### src/verilog/cell_port_pkg.sv
/*
  constants shared by the cell bus port: cell length, bus widths, port address.
  assumes a single system clock; link clocks are sampled as plain inputs.
*/
// Functional notes
// - receive byte out, bit 7 most significant
// - receive parity makes nine bits odd
// - start flag high only on first byte
// - slave: cell available high when cell held
// - slave: enable low, byte valid next cycle
// - master: device drives enable, samples next cycle
// - slave: space available when able to accept
package cell_port_pkg;
  localparam int unsigned CELL_BYTES    = 53;
  localparam int unsigned BYTE_W        = 8;
  localparam int unsigned ADDR_W        = 5;
  localparam logic [5:0]  LAST_INDEX    = 6'h34;
  localparam logic [4:0]  PORT_ADDR_RST = 5'h00;
endpackage

### src/verilog/cell_bus_port.sv
/*
  byte-wide cell port. rx side sends stored cells out, tx side takes cells in.
  assumes both link clocks are slower than sys_clk/4; each is synchronised and
  its rising edge is the transfer edge. rx cells sit in a one-cell buffer; tx bytes go straight to the user side.
*/
`timescale 1ns/1ps
module cell_bus_port
  import cell_port_pkg::*;
#(
  parameter logic [4:0] MY_ADDR = PORT_ADDR_RST
) (
  // system
  input  wire logic        sys_clk,
  input  wire logic        reset_n,
  input  wire logic        master_mode,
  // user side: cell to send toward partner
  input  wire logic [7:0]  user_rx_byte,
  input  wire logic        user_rx_valid,
  output logic             user_rx_ready,
  // user side: cell received from partner
  output logic [7:0]       user_tx_byte,
  output logic             user_tx_first,
  output logic             user_tx_valid,
  output logic             user_tx_parity_err,
  // receive link
  input  wire logic        rx_transfer_clock,
  input  wire logic [4:0]  rx_port_select,
  output logic [7:0]       rx_cell_byte,
  output logic             rx_odd_parity_bit,
  output logic             rx_cell_start_flag,
  input  wire logic        rx_cell_available_in,
  output logic             rx_cell_available_out,
  output logic             rx_cell_available_oe_n,
  input  wire logic        rx_transfer_enable_n_in,
  output logic             rx_transfer_enable_n_out,
  output logic             rx_transfer_enable_n_oe_n,
  // transmit link
  input  wire logic        tx_transfer_clock,
  input  wire logic [4:0]  tx_port_select,
  input  wire logic [7:0]  tx_cell_byte,
  input  wire logic        tx_odd_parity_bit,
  input  wire logic        tx_cell_start_flag,
  input  wire logic        tx_transfer_enable_n,
  output logic             tx_cell_space_available,
  output logic             tx_cell_space_oe_n
);

  function automatic logic odd_par(input logic [7:0] d);
    odd_par = ~(^d);
  endfunction

  // two-stage synchronisers; edge found on the second and third stages
  logic [2:0] rclk_ff, tclk_ff;
  logic [1:0] ren_ff, rclav_ff;
  logic [4:0] radr_s1_ff, radr_ff, tadr_s1_ff, tadr_ff;
  logic [10:0] td_s1_ff, td_ff;
  always_ff @(posedge sys_clk or negedge reset_n) begin
    if (!reset_n) begin
      rclk_ff    <= '0;
      tclk_ff    <= '0;
      ren_ff     <= 2'b11;
      rclav_ff   <= '0;
      radr_s1_ff <= '0;
      radr_ff    <= '0;
      tadr_s1_ff <= '0;
      tadr_ff    <= '0;
      td_s1_ff   <= 11'h001;
      td_ff      <= 11'h001;
    end else begin
      rclk_ff    <= {rclk_ff[1:0], rx_transfer_clock};
      tclk_ff    <= {tclk_ff[1:0], tx_transfer_clock};
      ren_ff     <= {ren_ff[0], rx_transfer_enable_n_in};
      rclav_ff   <= {rclav_ff[0], rx_cell_available_in};
      radr_s1_ff <= rx_port_select;
      radr_ff    <= radr_s1_ff;
      tadr_s1_ff <= tx_port_select;
      tadr_ff    <= tadr_s1_ff;
      td_s1_ff   <= {tx_cell_byte, tx_odd_parity_bit, tx_cell_start_flag, tx_transfer_enable_n};
      td_ff      <= td_s1_ff;
    end
  end
  logic rx_edge, tx_edge;
  assign rx_edge = rclk_ff[1] & ~rclk_ff[2];
  assign tx_edge = tclk_ff[1] & ~tclk_ff[2];

  // ---------------- receive direction: buffer and send ----------------
  logic [7:0] rbuf [0:CELL_BYTES-1];
  logic [5:0] wr_idx_ff, rd_idx_ff;
  logic       full_ff, active_ff, sel_ff, ren_drv_ff;
  logic       take;
  assign user_rx_ready = ~full_ff;
  assign take = user_rx_valid & ~full_ff;

  always_ff @(posedge sys_clk) begin
    if (take)
      rbuf[wr_idx_ff] <= user_rx_byte;
  end

  // rx_transfer_enable_n low at edge k: byte shown after edge k, sampled at k+1
  logic go;
  assign go = rx_edge & sel_ff & full_ff &
              (master_mode ? (~ren_drv_ff & rclav_ff[1]) : ~ren_ff[1]);

  always_ff @(posedge sys_clk or negedge reset_n) begin
    if (!reset_n) begin
      wr_idx_ff  <= '0;
      rd_idx_ff  <= '0;
      full_ff    <= 1'b0;
      active_ff  <= 1'b0;
      sel_ff     <= 1'b0;
      ren_drv_ff <= 1'b1;
      rx_cell_byte       <= '0;
      rx_odd_parity_bit  <= 1'b1;
      rx_cell_start_flag <= 1'b0;
    end else begin
      if (take) begin
        wr_idx_ff <= (wr_idx_ff == LAST_INDEX) ? 6'h00 : wr_idx_ff + 6'h01;
        if (wr_idx_ff == LAST_INDEX)
          full_ff <= 1'b1;
      end
      if (rx_edge) begin
        sel_ff     <= (radr_ff == MY_ADDR) | active_ff;
        ren_drv_ff <= ~(master_mode & full_ff & rclav_ff[1]);
      end
      if (go) begin
        rx_cell_byte       <= rbuf[rd_idx_ff];
        rx_odd_parity_bit  <= odd_par(rbuf[rd_idx_ff]);
        rx_cell_start_flag <= (rd_idx_ff == 6'h00);
        active_ff          <= (rd_idx_ff != LAST_INDEX);
        rd_idx_ff          <= (rd_idx_ff == LAST_INDEX) ? 6'h00 : rd_idx_ff + 6'h01;
        if (rd_idx_ff == LAST_INDEX)
          full_ff <= 1'b0;
      end else if (rx_edge) begin
        rx_cell_start_flag <= 1'b0;
      end
    end
  end

  assign rx_cell_available_out     = full_ff;
  assign rx_cell_available_oe_n    = master_mode | ~(radr_ff == MY_ADDR);
  assign rx_transfer_enable_n_out  = ren_drv_ff;
  assign rx_transfer_enable_n_oe_n = ~master_mode;

  // ---------------- transmit direction: receive cells ----------------
  logic [5:0] t_idx_ff;
  logic       t_in_cell_ff;
  logic       t_sel_ff;
  logic       t_fire;
  assign t_fire = tx_edge & ~td_ff[0] & t_sel_ff;
  always_ff @(posedge sys_clk or negedge reset_n) begin
    if (!reset_n) begin
      t_idx_ff           <= '0;
      t_in_cell_ff       <= 1'b0;
      t_sel_ff           <= 1'b0;
      user_tx_byte       <= '0;
      user_tx_first      <= 1'b0;
      user_tx_valid      <= 1'b0;
      user_tx_parity_err <= 1'b0;
    end else begin
      user_tx_valid <= 1'b0;
      if (tx_edge)
        t_sel_ff <= (tadr_ff == MY_ADDR) | t_in_cell_ff;
      if (t_fire) begin
        if (td_ff[1] | t_in_cell_ff) begin
          user_tx_byte       <= td_ff[10:3];
          user_tx_first      <= td_ff[1];
          user_tx_valid      <= 1'b1;
          user_tx_parity_err <= (td_ff[2] != odd_par(td_ff[10:3]));
          t_idx_ff           <= td_ff[1] ? 6'h01 : t_idx_ff + 6'h01;
          t_in_cell_ff       <= td_ff[1] | (t_idx_ff != LAST_INDEX);
        end
      end
    end
  end
  assign tx_cell_space_available = 1'b1;
  assign tx_cell_space_oe_n      = master_mode | ~(tadr_ff == MY_ADDR);
endmodule

### config.mk
export PLATFORM = sky130hd
export DESIGN_NAME = cell_bus_port
export DESIGN_NICKNAME = d
export VERILOG_FILES = /design/src/verilog/cell_port_pkg.sv /design/src/verilog/cell_bus_port.sv
export SDC_FILE = /design/constraint.sdc
export NUM_CORES = 1
export LEC_CHECK = 0
export BUFFER_PORTS_ARGS = -buffer_cell sky130_fd_sc_hd__buf_2
export CAP_MARGIN = 20
export CORE_MARGIN = 2
export CORE_UTILIZATION = 40
export CTS_BUF_LIST = sky130_fd_sc_hd__clkbuf_8 sky130_fd_sc_hd__clkbuf_16
export CTS_CLUSTER_DIAMETER = 80
export DETAILED_ROUTE_END_ITERATION = 10
export PLACE_DENSITY = 0.64
export SYNTH_ARGS = -nofsm -noshare
export SYNTH_HDL_FRONTEND = slang
export SYNTH_SLANG_ARGS = --single-unit
### constraint.sdc
create_clock -name sys_clk -period 3.7 [get_ports sys_clk]
set_input_delay 0.925 -clock sys_clk [delete_from_list [all_inputs] [get_ports sys_clk]]
set_output_delay 0.925 -clock sys_clk [all_outputs]
set_load 0.02 [all_outputs]
[Word level (Yosys, flattened, before mapping)]
Memories as Yosys holds them, arrays and structs flattened.
Index checks and enable logic that the tools add are counted.
Word-level totals
  memories: 1
  input port bits: 37
  output and inout bits: 28
  bits in registers: 97
  bits in writable memories: 424
  logic and storage cells: 85
Cells by class
  $add $sub $neg: 3
  reductions and logical operators: 7
  bitwise logic cells: 29
  multiplexer cells: 14
  equal/unequal tests: 5
Memories
  rbuf: depth 53, bits a word 8, read ports 1, clocked after memory_dff 0, write ports 1, line cell_bus_port.sv:87  | logic [7:0] rbuf [0:CELL_BYTES-1];
Operators by type and width (number)
  $add A6 B1 Y6 const B: 3
  $mux W6: 3
  $reduce_xor A8 Y1: 2
  $eq A6 B6 Y1 const B: 2
  $ne A6 B6 Y1 const B: 2
  $not A1 Y1: 12
  $and A1 B1 Y1: 11
  $mux W1: 11
  $logic_not A5 Y1: 2
  $logic_not A6 Y1: 1
  $or A1 B1 Y1: 6
  $reduce_and A2 Y1: 1
  $reduce_bool A2 Y1: 1
  $ne A1 B1 Y1: 1

[Logic depth before layout (Yosys ltp)]
  depth in word-level cells: 6
  gate-level depth with buffers: 12
  gate-level depth less buffers: 8

[Worst setup path before layout]
No wires, ideal clock.
  path kind: flip-flop to flip-flop
  start: reg rd_idx_ff[0]
  end: reg rx_odd_parity_bit
  library setup time: 72 ps
  arrival time: 2552 ps
  buffers on the path: 3
  setup slack: 1076 ps
  period minus slack after synthesis: 2624 ps
  cell stages (with the launch flop): 10
  data required time: 3628 ps
  path through: dfrtp_1 > buf_6 > buf_4 > buf_2 > mux4_2 > o31ai_1 > o22ai_1 > a211oi_1 > xnor3_1 > o21ai_1
On the way
  cells in the longest elaborated chain, start to end: 3
RTL lines
  from (decl): line cell_bus_port.sv:88  | logic [5:0] wr_idx_ff, rd_idx_ff;
  from (signal assigned): line cell_bus_port.sv:130  | rd_idx_ff <= (rd_idx_ff == LAST_INDEX) ? 6'h00 : rd_idx_ff + 6'h01;
  $mem_v2 Z53 W8
  $reduce_xor A8 Y1: line cell_bus_port.sv:49  | odd_par = ~(^d);
  $not A1 Y1: line cell_bus_port.sv:49
  to (signal assigned): line cell_bus_port.sv:127  | rx_odd_parity_bit <= odd_par(rbuf[rd_idx_ff]);
  to (decl): line cell_bus_port.sv:29  | output logic rx_odd_parity_bit,
No other way between the ends.
A chain may end at the register's enable or synchronous reset.

[Worst setup path after layout]
Ends and elaborated chain as after synthesis.

==> results.md <==
- Counting flops with a built-in enable in the synthesized netlist gives 424.
- The number of warning messages in the yosys log is 0.
- The power per unit of standard cell area is 543 nW/um^2.
- The total power consumption of the routed design is 12,600 uW.
- The buffers plus inverters on the worst setup path is 1.
- After layout, the worst path uses 85.9% of the clock period.
- In the synthesized netlist the dominant register cell turns out to be edfxtp_1.
- The hold buffer count at CTS is 0.
- After Yosys synthesis, and, or, nand and nor cells account for 5.37% of the synthesized area.
- For the worst setup path, the data required time is 4240 ps.
- The synthesized area divided by synthesized cell count is 18.7 um^2.
- The number of ports placed on the die boundary is 65.
- The portion of the post-synthesis area used by sequential elements is 75.6%.
- After detailed routing, the number of remaining DRC violations is 0.
- The gate family responsible for the most delay along the worst path is multiplexers.
- Along the worst path, the maximum fanout reaches 15.
- The total routing resource utilization after global routing is 17.4%.
- Setup repair after global routing left no endpoint under its margin.
- The synthesized area is 20,100 um^2.
- In this run the tightest slew margin relative to its limit is 25.9%.
- The total negative slack for setup checks is 0 ps.
- Summing the areas of all xor and xnor instances in the mapped netlist gives 1.00% of the synthesized area.
- The element type at the critical path end is a flop.
- The worst setup path is of the flop to flop kind.
- In this run, CTS created clock tree buffers numbering 52.
- The via count of the first global-routing pass is 10,400.
- Clock latency on the worst-skew pair, taken at its later pin, is 600 ps.
- In this run the number of H-tree levels came out at 2.
- The run finished with clean final reports.
- After clock tree synthesis, the clock-pin slew on the worst setup and hold paths is 70 ps.
- After technology mapping, the gate count stands at 1,075.
- At the worst endpoint, the arrival time is 3720 ps.
- The final critical delay including setup and external delays is 3180 ps.
- For this run the aggregate overflow at the end of global routing stands at 0.
- The die covers 52,000 um^2.
- Before antenna repair, the detailed router went through 5 iterations.
- Max-cap violations in this run came to 0.
- Entering global routing, the biggest net connects 54 pins.
- The final worst clock skew is 22.6 ps.
- On the worst path, the slowest cell contributes a delay of 630 ps.
- The critical path's most frequent cell is xnor3_1.
- The total number of placement rows is 82.
- The peak clock frequency supported by timing is 315 MHz.
- The share of post-route cells with drive strength above 1 is 25.8%.
- Summing the areas of all fa, ha and maj instances in the mapped netlist gives 0.374% of the synthesized area.
- Clock tree synthesis selected as its root buffer the cell clkbuf_16.
- The hold path depth is 0.
- The startpoint identified for the worst hold timing path is tadr_s1_ff[4]$_DFF_PN0_.
- The die is 228 um tall.
- VDD sags by at most 0.352 mV.
- The placement-stage worst setup slack is 468 ps.
- After synthesis, the largest family of logic cells by area is multiplexers.
- The post-layout net count is 1,252.
- The actual slew at the worst max-slew pin is 1110 ps.
- The endpoint identified for the worst register-to-register timing path is rx_odd_parity_bit$_DFFE_PN1P_.
- Routability-driven placement finished with a final weighted congestion of 0.867.
- The slack of the worst reg-to-reg path is 520 ps.
- The share of the core filled with cells is 46.7%.
- In this run the deepest clock path goes through 3 buffers.
- The antenna diode count is 0.
- STA classifies the critical path startpoint as a flop.
- On the final layout, the worst hold slack is 344 ps.
- The post-cts repair resize count is 0.
- Dividing the detail-routed via count by the number of cells gives 5.34.
- The number of distinct standard cells referenced by the synthesized netlist is 59.
- The initial antenna violation count came to 1.
- In the final routed layout, each cell accounts on average for 23.3 um.
- The region available for standard cell placement spans 49,900 um^2.
- Once routing completed, OpenROAD measured the worst setup slack at 522 ps.
- Of all flip-flops after synthesis, the portion carrying an async set or reset was 18.6%.
- The number of synthesized register bits is 521.
- For this block, the routed nets add up to 44,800 um of wire.
- Setup violations remaining at the end of the flow were counted as 0.
- The library cell used most frequently in the layout, excluding fill and tap cells, is edfxtp_1.
- The initial core utilization is 40.2%.
- Multiplexer cells account for 13.2% of the synthesized area.
- The net count after synthesis is 1,118.
- The cell leakage power is 0.00833 uW.
- The final-report hold violation count is 0.
- The worst hold endpoint is tadr_ff[4]$_DFF_PN0_.
- The number of clock sinks is 521.
- The worst reg-to-reg path cell count is 8.
- The HPWL after detailed placement is 28,200 um.
- The number of DRC violations after detailed-routing iteration 0 is 1,025.
- The worst hold-check path type is flop to flop.
- The post-detailed-route count of antenna-violating nets is 0.
- Across all layers, the routed design uses 10,300 vias.
- In the layout the commonest cells are edfxtp_1 (424), mux4_2 (96), dfrtp_1 (87).
- During placement, the flow inserted port buffers numbering 63.
- On the critical path, the stage with the largest delay is an instance of dfrtp_4.
- The worst register-to-register path begins at rd_idx_ff[0]$_DFFE_PN0P_.
- The die width is 228 um.
- The share of the synthesized area in compound gates (AO/OA/AOI/OAI) is 2.82%.
- After clock tree synthesis, the setup repair step added 0 buffers.
- Walking the worst path, the cells encountered are buf_4, mux4_2, mux2i_1, o221ai_1, a211oi_1, xnor3_1, xnor3_1, o21ai_1.
- The area added between synthesis and finish is 16.0%.
- The first global-routing pass estimated 67,200 um of wire.
- TritonCTS built the clock tree.
- The final number of max-transition violations is 0.
-- where the power goes --
group	total, uW	switching (uW)	leakage (uW)	internal, uW
logic	789	544	0.00246	245
registers	6770	148	0.00501	6620
clock network	5080	2160	0.000864	2920
total	12600	2860	0.00833	9790
-- cells in the mapped netlist, types with 7 or more instances --
master | number | area (um^2)
edfxtp_1 | 424 | 12700
mux4_2 | 96 | 2160
dfrtp_1 | 91 | 2280
nand2_1 | 81 | 304
nor2_1 | 81 | 304
mux2i_1 | 46 | 460
o21ai_0 | 24 | 120
clkbuf_1 | 19 | 71.3
buf_2 | 16 | 80.1
a21oi_1 | 13 | 65.1
nor2b_1 | 12 | 75.1
nand4_1 | 11 | 68.8
inv_1 | 10 | 37.5
nand3_1 | 9 | 45.0
and2_1 | 8 | 50.1
xnor2_1 | 8 | 70.1
xor2_1 | 8 | 70.1
a211oi_1 | 7 | 52.6
a22oi_1 | 7 | 52.6
buf_4 | 7 | 52.6
nand3b_1 | 7 | 52.6
nor3_1 | 7 | 35.0
-- layout make-up --
class	count	area, um^2
tap	672	841
fill	4213	26600
inverter	11	41.3
clock buffer	60	1450
timing repair buffer	133	968
clock inverter	38	231
sequential	521	15200
multi-input combinational	490	4570
-- worst max-delay path by stage --
| stage | from | cells after the start | endpoint |
|---|---|---|---|
| 2_1_floorplan | rd_idx_ff[0]$_DFFE_PN0P_ | 9 | rx_odd_parity_bit$_DFFE_PN1P_ |
| 3_3_place_gp | rd_idx_ff[0]$_DFFE_PN0P_ | 8 | rx_odd_parity_bit$_DFFE_PN1P_ |
| 3_5_place_dp | rd_idx_ff[0]$_DFFE_PN0P_ | 8 | rx_odd_parity_bit$_DFFE_PN1P_ |
| 4_1_cts | rd_idx_ff[0]$_DFFE_PN0P_ | 8 | rx_odd_parity_bit$_DFFE_PN1P_ |
| 5_1_grt | rd_idx_ff[0]$_DFFE_PN0P_ | 8 | rx_odd_parity_bit$_DFFE_PN1P_ |
| 6_report | rd_idx_ff[0]$_DFFE_PN0P_ | 8 | rx_odd_parity_bit$_DFFE_PN1P_ |
-- flip-flops by register name (all words and copies together) (netlist names), 5 cells and up --
| signal | cells |
|---|---|
| rbuf | 424 |
| td_ff | 11 |
| td_s1_ff | 11 |
| rx_cell_byte | 8 |
| user_tx_byte | 8 |
| rd_idx_ff | 6 |
| t_idx_ff | 6 |
| wr_idx_ff | 6 |
| radr_ff | 5 |
| radr_s1_ff | 5 |
| tadr_ff | 5 |
| tadr_s1_ff | 5 |
-- metal layers --
| layer | vias to the layer above | part of all wire [%] | track usage (%) | wire, um |
|---|---|---|---|---|
| met3 | 74 | 8.5 | 4.25 | 3820 |
| met2 | 428 | 46 | 26.2 | 20400 |
| met4 | 0 | 2.9 | 6.33 | 1320 |
| met5 | - | 0 | 0 | 0 |
| li1 | 4481 | - | - | - |
| met1 | 5306 | 43 | 24.7 | 19300 |
-- per-stage QoR --
step           cells  instance area, um^2
4_1_cts         1924                23300
3_3_place_gp    1826                21600
5_1_grt         1925                23300
3_5_place_dp    1826                21600
6_report        1925                23300
2_1_floorplan   1075                20100
-- cell families after synthesis --
| logic type | after synthesis |
|---|---|
| other | 1 |
| xor gates and xnor gates | 19 |
| adders and majority gates | 6 |
| and+or+nand+nor | 235 |
| DFF | 521 |
| AOI/OAI and AO/OA | 85 |
| muxes | 144 |
| buffers and inverters | 64 |
(Power assumes the default switching activity.)
